**src/verilog/ipr_pkg.sv**
```systemverilog
// Constants for the capture, ADC and external interrupt priority register slice.
package ipr_pkg;

   // ----------------------------------------------------------------
   // Register map and bus widths.
   // ----------------------------------------------------------------
   localparam int unsigned IPR_ADDR_W = 8;
   localparam int unsigned IPR_DATA_W = 16;
   localparam logic [IPR_ADDR_W-1:0] IPR_OFF_PRIORITY = 8'h00;

   // ----------------------------------------------------------------
   // Field layout: four 3-bit fields, one every four bits.
   // ----------------------------------------------------------------
   localparam int unsigned IPR_NUM_FIELDS = 4;
   localparam int unsigned IPR_FIELD_W = 3;
   localparam int unsigned IPR_FIELD_STRIDE = 4;
   localparam int unsigned IPR_IDX_EXT1 = 0;
   localparam int unsigned IPR_IDX_ADC2 = 1;
   localparam int unsigned IPR_IDX_CAPTURE7 = 2;
   localparam int unsigned IPR_IDX_CAPTURE8 = 3;
   localparam int unsigned IPR_LSB_EXT1 = 0;
   localparam int unsigned IPR_LSB_ADC2 = 4;
   localparam int unsigned IPR_LSB_CAPTURE7 = 8;
   localparam int unsigned IPR_LSB_CAPTURE8 = 12;

   // ----------------------------------------------------------------
   // Values: reset level, disabled level, masks of the view.
   // ----------------------------------------------------------------
   localparam logic [IPR_FIELD_W-1:0] IPR_LEVEL_RESET = 3'h4;
   localparam logic [IPR_FIELD_W-1:0] IPR_LEVEL_OFF = 3'h0;
   localparam logic [IPR_DATA_W-1:0] IPR_IMPL_MASK = 16'h7777;
   localparam logic [IPR_DATA_W-1:0] IPR_UNIMPL_MASK = 16'h8888;
   localparam logic [IPR_DATA_W-1:0] IPR_RESET_VIEW = 16'h4444;
   localparam logic [IPR_DATA_W-1:0] IPR_DATA_ZERO = 16'h0000;

endpackage

```
**src/verilog/ipr_field_cell.sv**
```systemverilog
// One priority field with its request gate.
`timescale 1ns/1ps
module ipr_field_cell (
   input wire logic core_clk,
   input wire logic rst_b,
   input wire logic wr_en,
   input wire logic [ipr_pkg::IPR_FIELD_W-1:0] wr_field,
   input wire logic req_in,
   output logic [ipr_pkg::IPR_FIELD_W-1:0] level,
   output logic req_gated
);

   logic [ipr_pkg::IPR_FIELD_W-1:0] level_ff;
   logic gated_ff;

   // The field keeps its binary value as the priority level; reset gives level four.
   always_ff @(posedge core_clk) begin
      if (!rst_b) begin
         level_ff <= ipr_pkg::IPR_LEVEL_RESET;
      end else if (wr_en) begin
         level_ff <= wr_field;
      end
   end

   // A zero level blocks the request so it never reaches the processor.
   always_ff @(posedge core_clk) begin
      if (!rst_b) begin
         gated_ff <= 1'b0;
      end else begin
         gated_ff <= req_in && (level_ff != ipr_pkg::IPR_LEVEL_OFF);
      end
   end

   assign level = level_ff;
   assign req_gated = gated_ff;

endmodule

```
**src/verilog/ipr_priority_slice.sv**
```systemverilog
// Priority register slice for capture 8, capture 7, ADC2 done and external interrupt 1.
`timescale 1ns/1ps
module ipr_priority_slice #(
   parameter int unsigned ADDR_W = ipr_pkg::IPR_ADDR_W
) (
   input wire logic core_clk,
   input wire logic rst_b,
   input wire logic [ADDR_W-1:0] reg_addr,
   input wire logic [ipr_pkg::IPR_DATA_W-1:0] reg_wdata,
   input wire logic reg_wr,
   input wire logic reg_rd,
   output logic [ipr_pkg::IPR_DATA_W-1:0] reg_rdata,
   input wire logic [ipr_pkg::IPR_NUM_FIELDS-1:0] src_req,
   output logic [ipr_pkg::IPR_NUM_FIELDS-1:0] src_req_gated,
   output logic [ipr_pkg::IPR_FIELD_W-1:0] capture8_irq_level,
   output logic [ipr_pkg::IPR_FIELD_W-1:0] capture7_irq_level,
   output logic [ipr_pkg::IPR_FIELD_W-1:0] adc2_done_irq_level,
   output logic [ipr_pkg::IPR_FIELD_W-1:0] ext_irq1_level
);

   // ----------------------------------------------------------------
   // Address decode.
   // ----------------------------------------------------------------

   logic addr_hit;
   logic wr_hit;
   logic rd_hit;
   logic [ipr_pkg::IPR_FIELD_W-1:0] level_vec [ipr_pkg::IPR_NUM_FIELDS];
   logic [ipr_pkg::IPR_DATA_W-1:0] reg_view;
   logic [ipr_pkg::IPR_DATA_W-1:0] rdata_ff;
   logic [ipr_pkg::IPR_DATA_W-1:0] nxt_rdata;

   // Only the one word of this slice answers; other addresses read zero and ignore writes.
   assign addr_hit = (reg_addr == ADDR_W'(ipr_pkg::IPR_OFF_PRIORITY));
   assign wr_hit = reg_wr && addr_hit;
   assign rd_hit = reg_rd && addr_hit;

   // ----------------------------------------------------------------
   // Priority fields, one cell per source.
   // ----------------------------------------------------------------

   // Each cell takes its own three bits of the write word; the gap bits are never stored.
   for (genvar i = 0; i < ipr_pkg::IPR_NUM_FIELDS; i++) begin : g_field
      ipr_field_cell u_cell (
         .core_clk(core_clk),
         .rst_b(rst_b),
         .wr_en(wr_hit),
         .wr_field(reg_wdata[i*ipr_pkg::IPR_FIELD_STRIDE +: ipr_pkg::IPR_FIELD_W]),
         .req_in(src_req[i]),
         .level(level_vec[i]),
         .req_gated(src_req_gated[i])
      );
   end

   // ----------------------------------------------------------------
   // Register view and level outputs.
   // ----------------------------------------------------------------

   // Unimplemented bits are tied low in the view, so a read never shows written ones.
   always_comb begin
      reg_view = ipr_pkg::IPR_DATA_ZERO;
      reg_view[ipr_pkg::IPR_LSB_CAPTURE8 +: ipr_pkg::IPR_FIELD_W] = level_vec[ipr_pkg::IPR_IDX_CAPTURE8];
      reg_view[ipr_pkg::IPR_LSB_CAPTURE7 +: ipr_pkg::IPR_FIELD_W] = level_vec[ipr_pkg::IPR_IDX_CAPTURE7];
      reg_view[ipr_pkg::IPR_LSB_ADC2 +: ipr_pkg::IPR_FIELD_W] = level_vec[ipr_pkg::IPR_IDX_ADC2];
      reg_view[ipr_pkg::IPR_LSB_EXT1 +: ipr_pkg::IPR_FIELD_W] = level_vec[ipr_pkg::IPR_IDX_EXT1];
   end

   // The levels go straight to the arbiter; they come from the field flip-flops.
   assign capture8_irq_level = level_vec[ipr_pkg::IPR_IDX_CAPTURE8];
   assign capture7_irq_level = level_vec[ipr_pkg::IPR_IDX_CAPTURE7];
   assign adc2_done_irq_level = level_vec[ipr_pkg::IPR_IDX_ADC2];
   assign ext_irq1_level = level_vec[ipr_pkg::IPR_IDX_EXT1];

   // ----------------------------------------------------------------
   // Read data.
   // ----------------------------------------------------------------

   // Read data stands only in the cycle after the strobe; zero at all other times.
   // A read in the same cycle as a write shows the old value, as the master never overlaps them.
   always_comb begin
      nxt_rdata = ipr_pkg::IPR_DATA_ZERO;
      if (rd_hit) begin
         nxt_rdata = reg_view & ipr_pkg::IPR_IMPL_MASK;
      end
   end

   always_ff @(posedge core_clk) begin
      if (!rst_b) begin
         rdata_ff <= ipr_pkg::IPR_DATA_ZERO;
      end else begin
         rdata_ff <= nxt_rdata;
      end
   end

   assign reg_rdata = rdata_ff;
endmodule

```
**config.mk**
```make
export PLATFORM = sky130hd
export DESIGN_NAME = ipr_priority_slice
export DESIGN_NICKNAME = d
export VERILOG_FILES = /design/src/verilog/ipr_pkg.sv /design/src/verilog/ipr_field_cell.sv /design/src/verilog/ipr_priority_slice.sv
export SDC_FILE = /design/constraint.sdc
export NUM_CORES = 1
export LEC_CHECK = 0
export BUFFER_PORTS_ARGS = -buffer_cell sky130_fd_sc_hd__clkbuf_2
export CAP_MARGIN = 0
export CORE_MARGIN = 2
export CORE_UTILIZATION = 42
export DETAILED_ROUTE_END_ITERATION = 10
export PLACE_DENSITY = 0.78
export SETUP_SLACK_MARGIN = 0.1
export SYNTH_ARGS = -nofsm -noshare
export SYNTH_HDL_FRONTEND = slang
export SYNTH_SLANG_ARGS = --single-unit
```
**constraint.sdc**
```tcl
create_clock -name core_clk -period 1.97 [get_ports core_clk]
set_clock_uncertainty 0.1 [all_clocks]
set_input_delay 0.4925 -clock core_clk [delete_from_list [all_inputs] [get_ports core_clk]]
set_output_delay 0.4925 -clock core_clk [all_outputs]
set_load 0.02 [all_outputs]
```
==> flow_metrics.env, run 1 <==
export IMPL_dpl_cell_area_um2=1330
export IMPL_die_w_um=54.3
export IMPL_end_kind="flip-flop"
export IMPL_hold_start="src_req[3]"
export IMPL_yosysSeqAreaShare_pct=52.8
export IMPL_place_inst=178
export IMPL_crit_start="reg_addr[5]"
export IMPL_final_antenna_net_count=0
export IMPL_hpwl_mm=1.59
export IMPL_drt_iter0_markers=11
export IMPL_num_vias=813
export IMPL_maxCapViolCount=0
export IMPL_drtPass1Iterations=4
export IMPL_fin_cells=182
export IMPL_hold_viol=0
export IMPL_ioPinCount=64
export IMPL_critPathMaxStageDelay_ns=0.55
export IMPL_core_area_um2=2430
export IMPL_synth_top_area_share_pct=52.8
export IMPL_nFillCells=226
export IMPL_area_delta_synth_final_pct=28.2
export IMPL_clockBufferDepth=2
export IMPL_die_y_um=54.3
export IMPL_ir_worst_vdd_mv=0.377
export IMPL_place_congestion=0.616
export IMPL_path_cells="clkbuf_2, or4_4, nor3_4, buf_12, mux2i_1"
export IMPL_grt_pass1_vias=689
export IMPL_worst_setup_path_type="in2reg"
export IMPL_syn_area_per_cell_um2=10.6
export IMPL_drive_above_1_share_pct=43.4
export IMPL_rows=18
export IMPL_syn_inst=100
export IMPL_cp_max_fo=12
export IMPL_tns_ns=0
export IMPL_ctsResizeCount=0
export IMPL_tritoncts="yes"
export IMPL_grt_overflow_total=0
export IMPL_seq_power_share_pct=63.1
export IMPL_drcViolationCount=0
export IMPL_diodes=0
export IMPL_fin_crit_ns=1.56
export IMPL_maxUsedRoutingLayer="met4"
export IMPL_ctsHoldBuffers=0
export IMPL_status="completed"
export IMPL_path_clk_slew_ns=0.14
export IMPL_grt_max_degree=29
export IMPL_ys_top_cells_by_area="dfxtp_1, mux2i_1, and2_1"
export IMPL_wl_met3_um=108
export IMPL_avgRoutedWirePerCell_um=11.1
export IMPL_crit_slowest_cell="or4_4"
export IMPL_r2r_start="g_field[1].u_cell.level[2]"
export IMPL_clkSinkCount=28
export IMPL_startpoint_type="primary input"
export IMPL_yosysWarnings=0
export IMPL_comb_power_share_pct=7.7
export IMPL_required_ns=2.12
export IMPL_arrival_ns=1.71
export IMPL_root_buffer="clkbuf_4"
export IMPL_viasPerCell=4.47
export IMPL_postCtsSetupBuffers=0
export IMPL_clock_latency_ns=0.31
export IMPL_synth_area_um2=1060
export IMPL_synth_top_area_cell="dfxtp_1"
export IMPL_wirelength_mm=2.02
export IMPL_post_route_cell_area_um2=1360
export IMPL_met2_wirelength_mm=1.07
export IMPL_cts_buffers=3
export IMPL_timing_final_crit_share_pct=79.3
export IMPL_synth_seq_cells=28
export IMPL_wl_met1_um=825
export IMPL_synthDistinctLibCells=15
export IMPL_setup_viol=0
export IMPL_antenna_found_initial=0
export IMPL_rsz0062_at_grt="no"
export IMPL_power_switching_mw=0.189
export IMPL_swShare_pct=20.8
export IMPL_hp_class="in2reg"
export IMPL_powerDensity_nw_per_um2=666
export IMPL_grt_first_pass_wirelength_mm=2.82
export IMPL_start_util_pct=43.7
export IMPL_layout_nets=185
export IMPL_fin_hold_ws_ns=0.273
export IMPL_htreeDepth=1
export IMPL_die_area_um2=2950
export IMPL_p_clk_share_pct=29.1
export IMPL_grt_usage_pct=13.6
export IMPL_timing_fmax_mhz=640
export IMPL_p_leak_nw=0.639
export IMPL_p_int_mw=0.718
export IMPL_numPortBuffers=55
export IMPL_slew_viol_final=0
==> metrics by stage <==
stage | setup slack (ns) | power (mW) | util (%)
after floorplan | 0.161 | 0.633 | -
after global placement | 0.105 | 0.653 | 54.5
after detailed placement | 0.0663 | 0.656 | 54.5
after CTS | 0.415 | 0.921 | 56.0
after global routing | 0.367 | 0.939 | 56.0
final | 0.408 | 0.907 | 56.0
==> area by class of cell <==
| type | count | area, um^2 | share of cell area, % |
|---|---|---|---|
| Multi-Input combinational cell | 61 | 413 | 30.3 |
| Timing Repair Buffer | 58 | 310 | 22.8 |
| Inverter | 1 | 3.75 | 0.276 |
| Sequential cell | 28 | 561 | 41.2 |
| Clock buffer | 4 | 36.3 | 2.67 |
| Tap cell | 30 | 37.5 | 2.76 |
==> placed cells by master, fill, tap and decap left out, drive strengths merged <==
cell type  instances
nand2             17
o311a              4
dfxtp             28
or4                2
mux2i             12
buf                3
nor2b              8
and2              12
nor3               2
clkbuf            59
inv                1
conb               4
==> kinds of logic after synthesis <==
kind of cell,synth area share (%)
and+or+nand+nor,22.4
AOI/OAI and AO/OA,3.77
buffers and inverters,9.42
DFF,52.8
muxes,11.3
other,0.353
==> cells in the mapped netlist <==
| library cell | number |
|---|---|
| and2_1 | 12 |
| buf_12 | 1 |
| buf_4 | 8 |
| clkbuf_1 | 3 |
| clkbuf_2 | 1 |
| conb_1 | 1 |
| dfxtp_1 | 28 |
| inv_1 | 1 |
| mux2i_1 | 12 |
| nand2_1 | 17 |
| nor2b_1 | 8 |
| nor3_2 | 1 |
| nor3_4 | 1 |
| o311a_1 | 4 |
| or4_4 | 2 |
==> registers in the layout, indices dropped and copies added, names as in the netlist <==
signal,cells
g_field.u_cell.level,12
reg_rdata,12
g_field.u_cell.req_gated,4
==> power by group through the flow <==
stage | logic [mW] | registers, mW | clock network [mW]
2_1_floorplan | 0.0478 | 0.585 | 0
3_3_place_gp | 0.0685 | 0.585 | 0
3_5_place_dp | 0.0707 | 0.585 | 0
4_1_cts | 0.0710 | 0.573 | 0.277
5_1_grt | 0.0769 | 0.573 | 0.289
6_report | 0.0701 | 0.573 | 0.264
==> worst max-delay path: cells and delay by family <==
family / cells / cell delay, ns
buf+inv: 2 / 0.26
mux: 1 / 0.19
simple gates: 2 / 0.76
==> routing by layer <==
metal / vias to the layer above / track usage, %
met5: - / 0
met2: 30 / 24.5
met4: 0 / 8.75
li1: 418 / -
met1: 363 / 14.9
met3: 2 / 1.64
==> final timing paths <==
check | endpoint | slack, ns | cells past startpoint
max | g_field[2].u_cell.level[1] | 0.41 | 5
min | g_field[3].u_cell.req_gated | 0.27 | 2
max reg2reg | g_field[1].u_cell.req_gated | 1.06 | 1
min reg2reg | g_field[3].u_cell.level[1] | 0.39 | 2
Power figures use the tool's default switching activity.
==> inputs of run 2 (changes only) <==
CORE_UTILIZATION = 37   (was 42)
PLACE_DENSITY = 0.73   (was 0.78)
clock period = 1.34 ns   (was 1.97 ns; I/O delays follow)
==> flow_metrics.env, run 2 (synthesized netlist as in run 1, its figures left out) <==
export IMPL_slew_viol_final=0
export IMPL_arrival_ns=1.60
export IMPL_worst_setup_path_type="in2reg"
export IMPL_core_area_um2=2730
export IMPL_drtPass1Iterations=4
export IMPL_layout_nets=196
export IMPL_fin_cells=193
export IMPL_nFillCells=204
export IMPL_numPortBuffers=55
export IMPL_hold_viol=0
export IMPL_die_area_um2=3320
export IMPL_fin_hold_ws_ns=0.120
export IMPL_viasPerCell=4.64
export IMPL_startpoint_type="primary input"
export IMPL_start_util_pct=38.9
export IMPL_root_buffer="clkbuf_4"
export IMPL_die_y_um=57.6
export IMPL_cts_buffers=3
export IMPL_grt_max_degree=27
export IMPL_fin_crit_ns=1.45
export IMPL_violations="setup timing"
export IMPL_diodes=0
export IMPL_grt_pass1_vias=983
export IMPL_timing_fmax_mhz=687
export IMPL_tritoncts="yes"
export IMPL_maxCapViolCount=0
export IMPL_grt_first_pass_wirelength_mm=4.00
export IMPL_clockBufferDepth=2
export IMPL_ff_latch_area_um2=594
export IMPL_worstHoldPathCells=2
export IMPL_hpwl_mm=1.69
export IMPL_hp_class="in2reg"
export IMPL_end_kind="flip-flop"
export IMPL_worst_slack_ns=-0.115
export IMPL_clock_latency_ns=0.31
export IMPL_die_w_um=57.6
export IMPL_htreeDepth=1
export IMPL_num_vias=896
export IMPL_powerDensity_nw_per_um2=731
export IMPL_setup_viol=13
export IMPL_required_ns=1.48
export IMPL_drt_iter0_markers=25
export IMPL_clkSinkCount=28
export IMPL_mostFrequentLayoutCells="clkbuf_2, dfxtp_2, buf_8, nand2_1, buf_4"
export IMPL_layout_commonest_cell="clkbuf_2"
export IMPL_p_leak_nw=0.781
export IMPL_rr_worst_depth=2
export IMPL_multi_input_area_um2=429
export IMPL_cp_max_fo=12
export IMPL_grt_usage_pct=15.7
export IMPL_wirelength_mm=2.53
export IMPL_drcViolationCount=0
export IMPL_timing_final_crit_share_pct=109
export IMPL_ir_worst_vdd_mv=0.547
export IMPL_drive_above_1_share_pct=67.3
export IMPL_place_inst=179
export IMPL_place_congestion=0.775
export IMPL_grt_overflow_total=0
export IMPL_antenna_found_initial=0
export IMPL_ioPinCount=64
export IMPL_path_clk_slew_ns=0.13
export IMPL_ctsHoldBuffers=0
export IMPL_rows=19
export IMPL_area_delta_synth_final_pct=64.9
export IMPL_status="finished, violations left"
export IMPL_final_antenna_net_count=0
export IMPL_rsz0062_at_grt="yes"
export IMPL_avgRoutedWirePerCell_um=13.1
run 2: cell type report:
class,instances,share of cell area [%]
Sequential cell,28,33.9
Tap cell,31,2.21
Timing Repair Buffer,69,37.9
Inverter,1,0.214
Clock buffer,3,1.29
Multi-Input combinational cell,61,24.5
run 2: where the power goes:
group | internal (mW) | switching (mW)
clock network | 0.105 | 0.212
registers | 0.840 | 0.00484
logic | 0.0635 | 0.0558
total | 1.01 | 0.272
run 2: metal layers:
metal  GRT usage, %  vias up  wire length, um
li1               -      436                -
met1           14.7      420              931
met2           31.5       36             1400
met3           2.49        4              157
met4           8.64        0               40
met5              0        -                0
run 2: worst max-delay path: stages:
cell and delay (ns):
clkbuf_2 0.08, or4_4 0.55, nor3_4 0.22, buf_12 0.18, mux2i_2 0.22
run 2: what timing repair did:
action | in CTS | in global routing
setup endpoints to repair | 52 | 52
resized for setup | 79 | 36
hold endpoints to repair | 0 | 0
setup buffers | 11 | 0
run 2: stage by stage:
step                TNS (ns)  total power, mW  instance area (um^2)  utilization (%)  setup slack, ns
floorplan              -5.29            0.930                  1070                -           -0.311
global placement       -7.16            0.963                  1330             48.5           -0.349
detailed placement     -8.01            0.965                  1330             48.5           -0.456
CTS                   -0.823             1.29                  1700             62.2           -0.119
global route           -1.09             1.34                  1750             64.1           -0.129
finish                -0.903             1.28                  1750             64.1           -0.115
run 2: worst paths after layout:
path / slack [ns] / end / startpoint
min reg2reg: 0.43 / reg_rdata[13] / g_field[3].u_cell.level[1]
max: -0.11 / g_field[3].u_cell.level[1] / reg_addr[3]
max reg2reg: 0.30 / g_field[2].u_cell.req_gated / g_field[2].u_cell.level[2]
min: 0.12 / g_field[1].u_cell.req_gated / src_req[1]
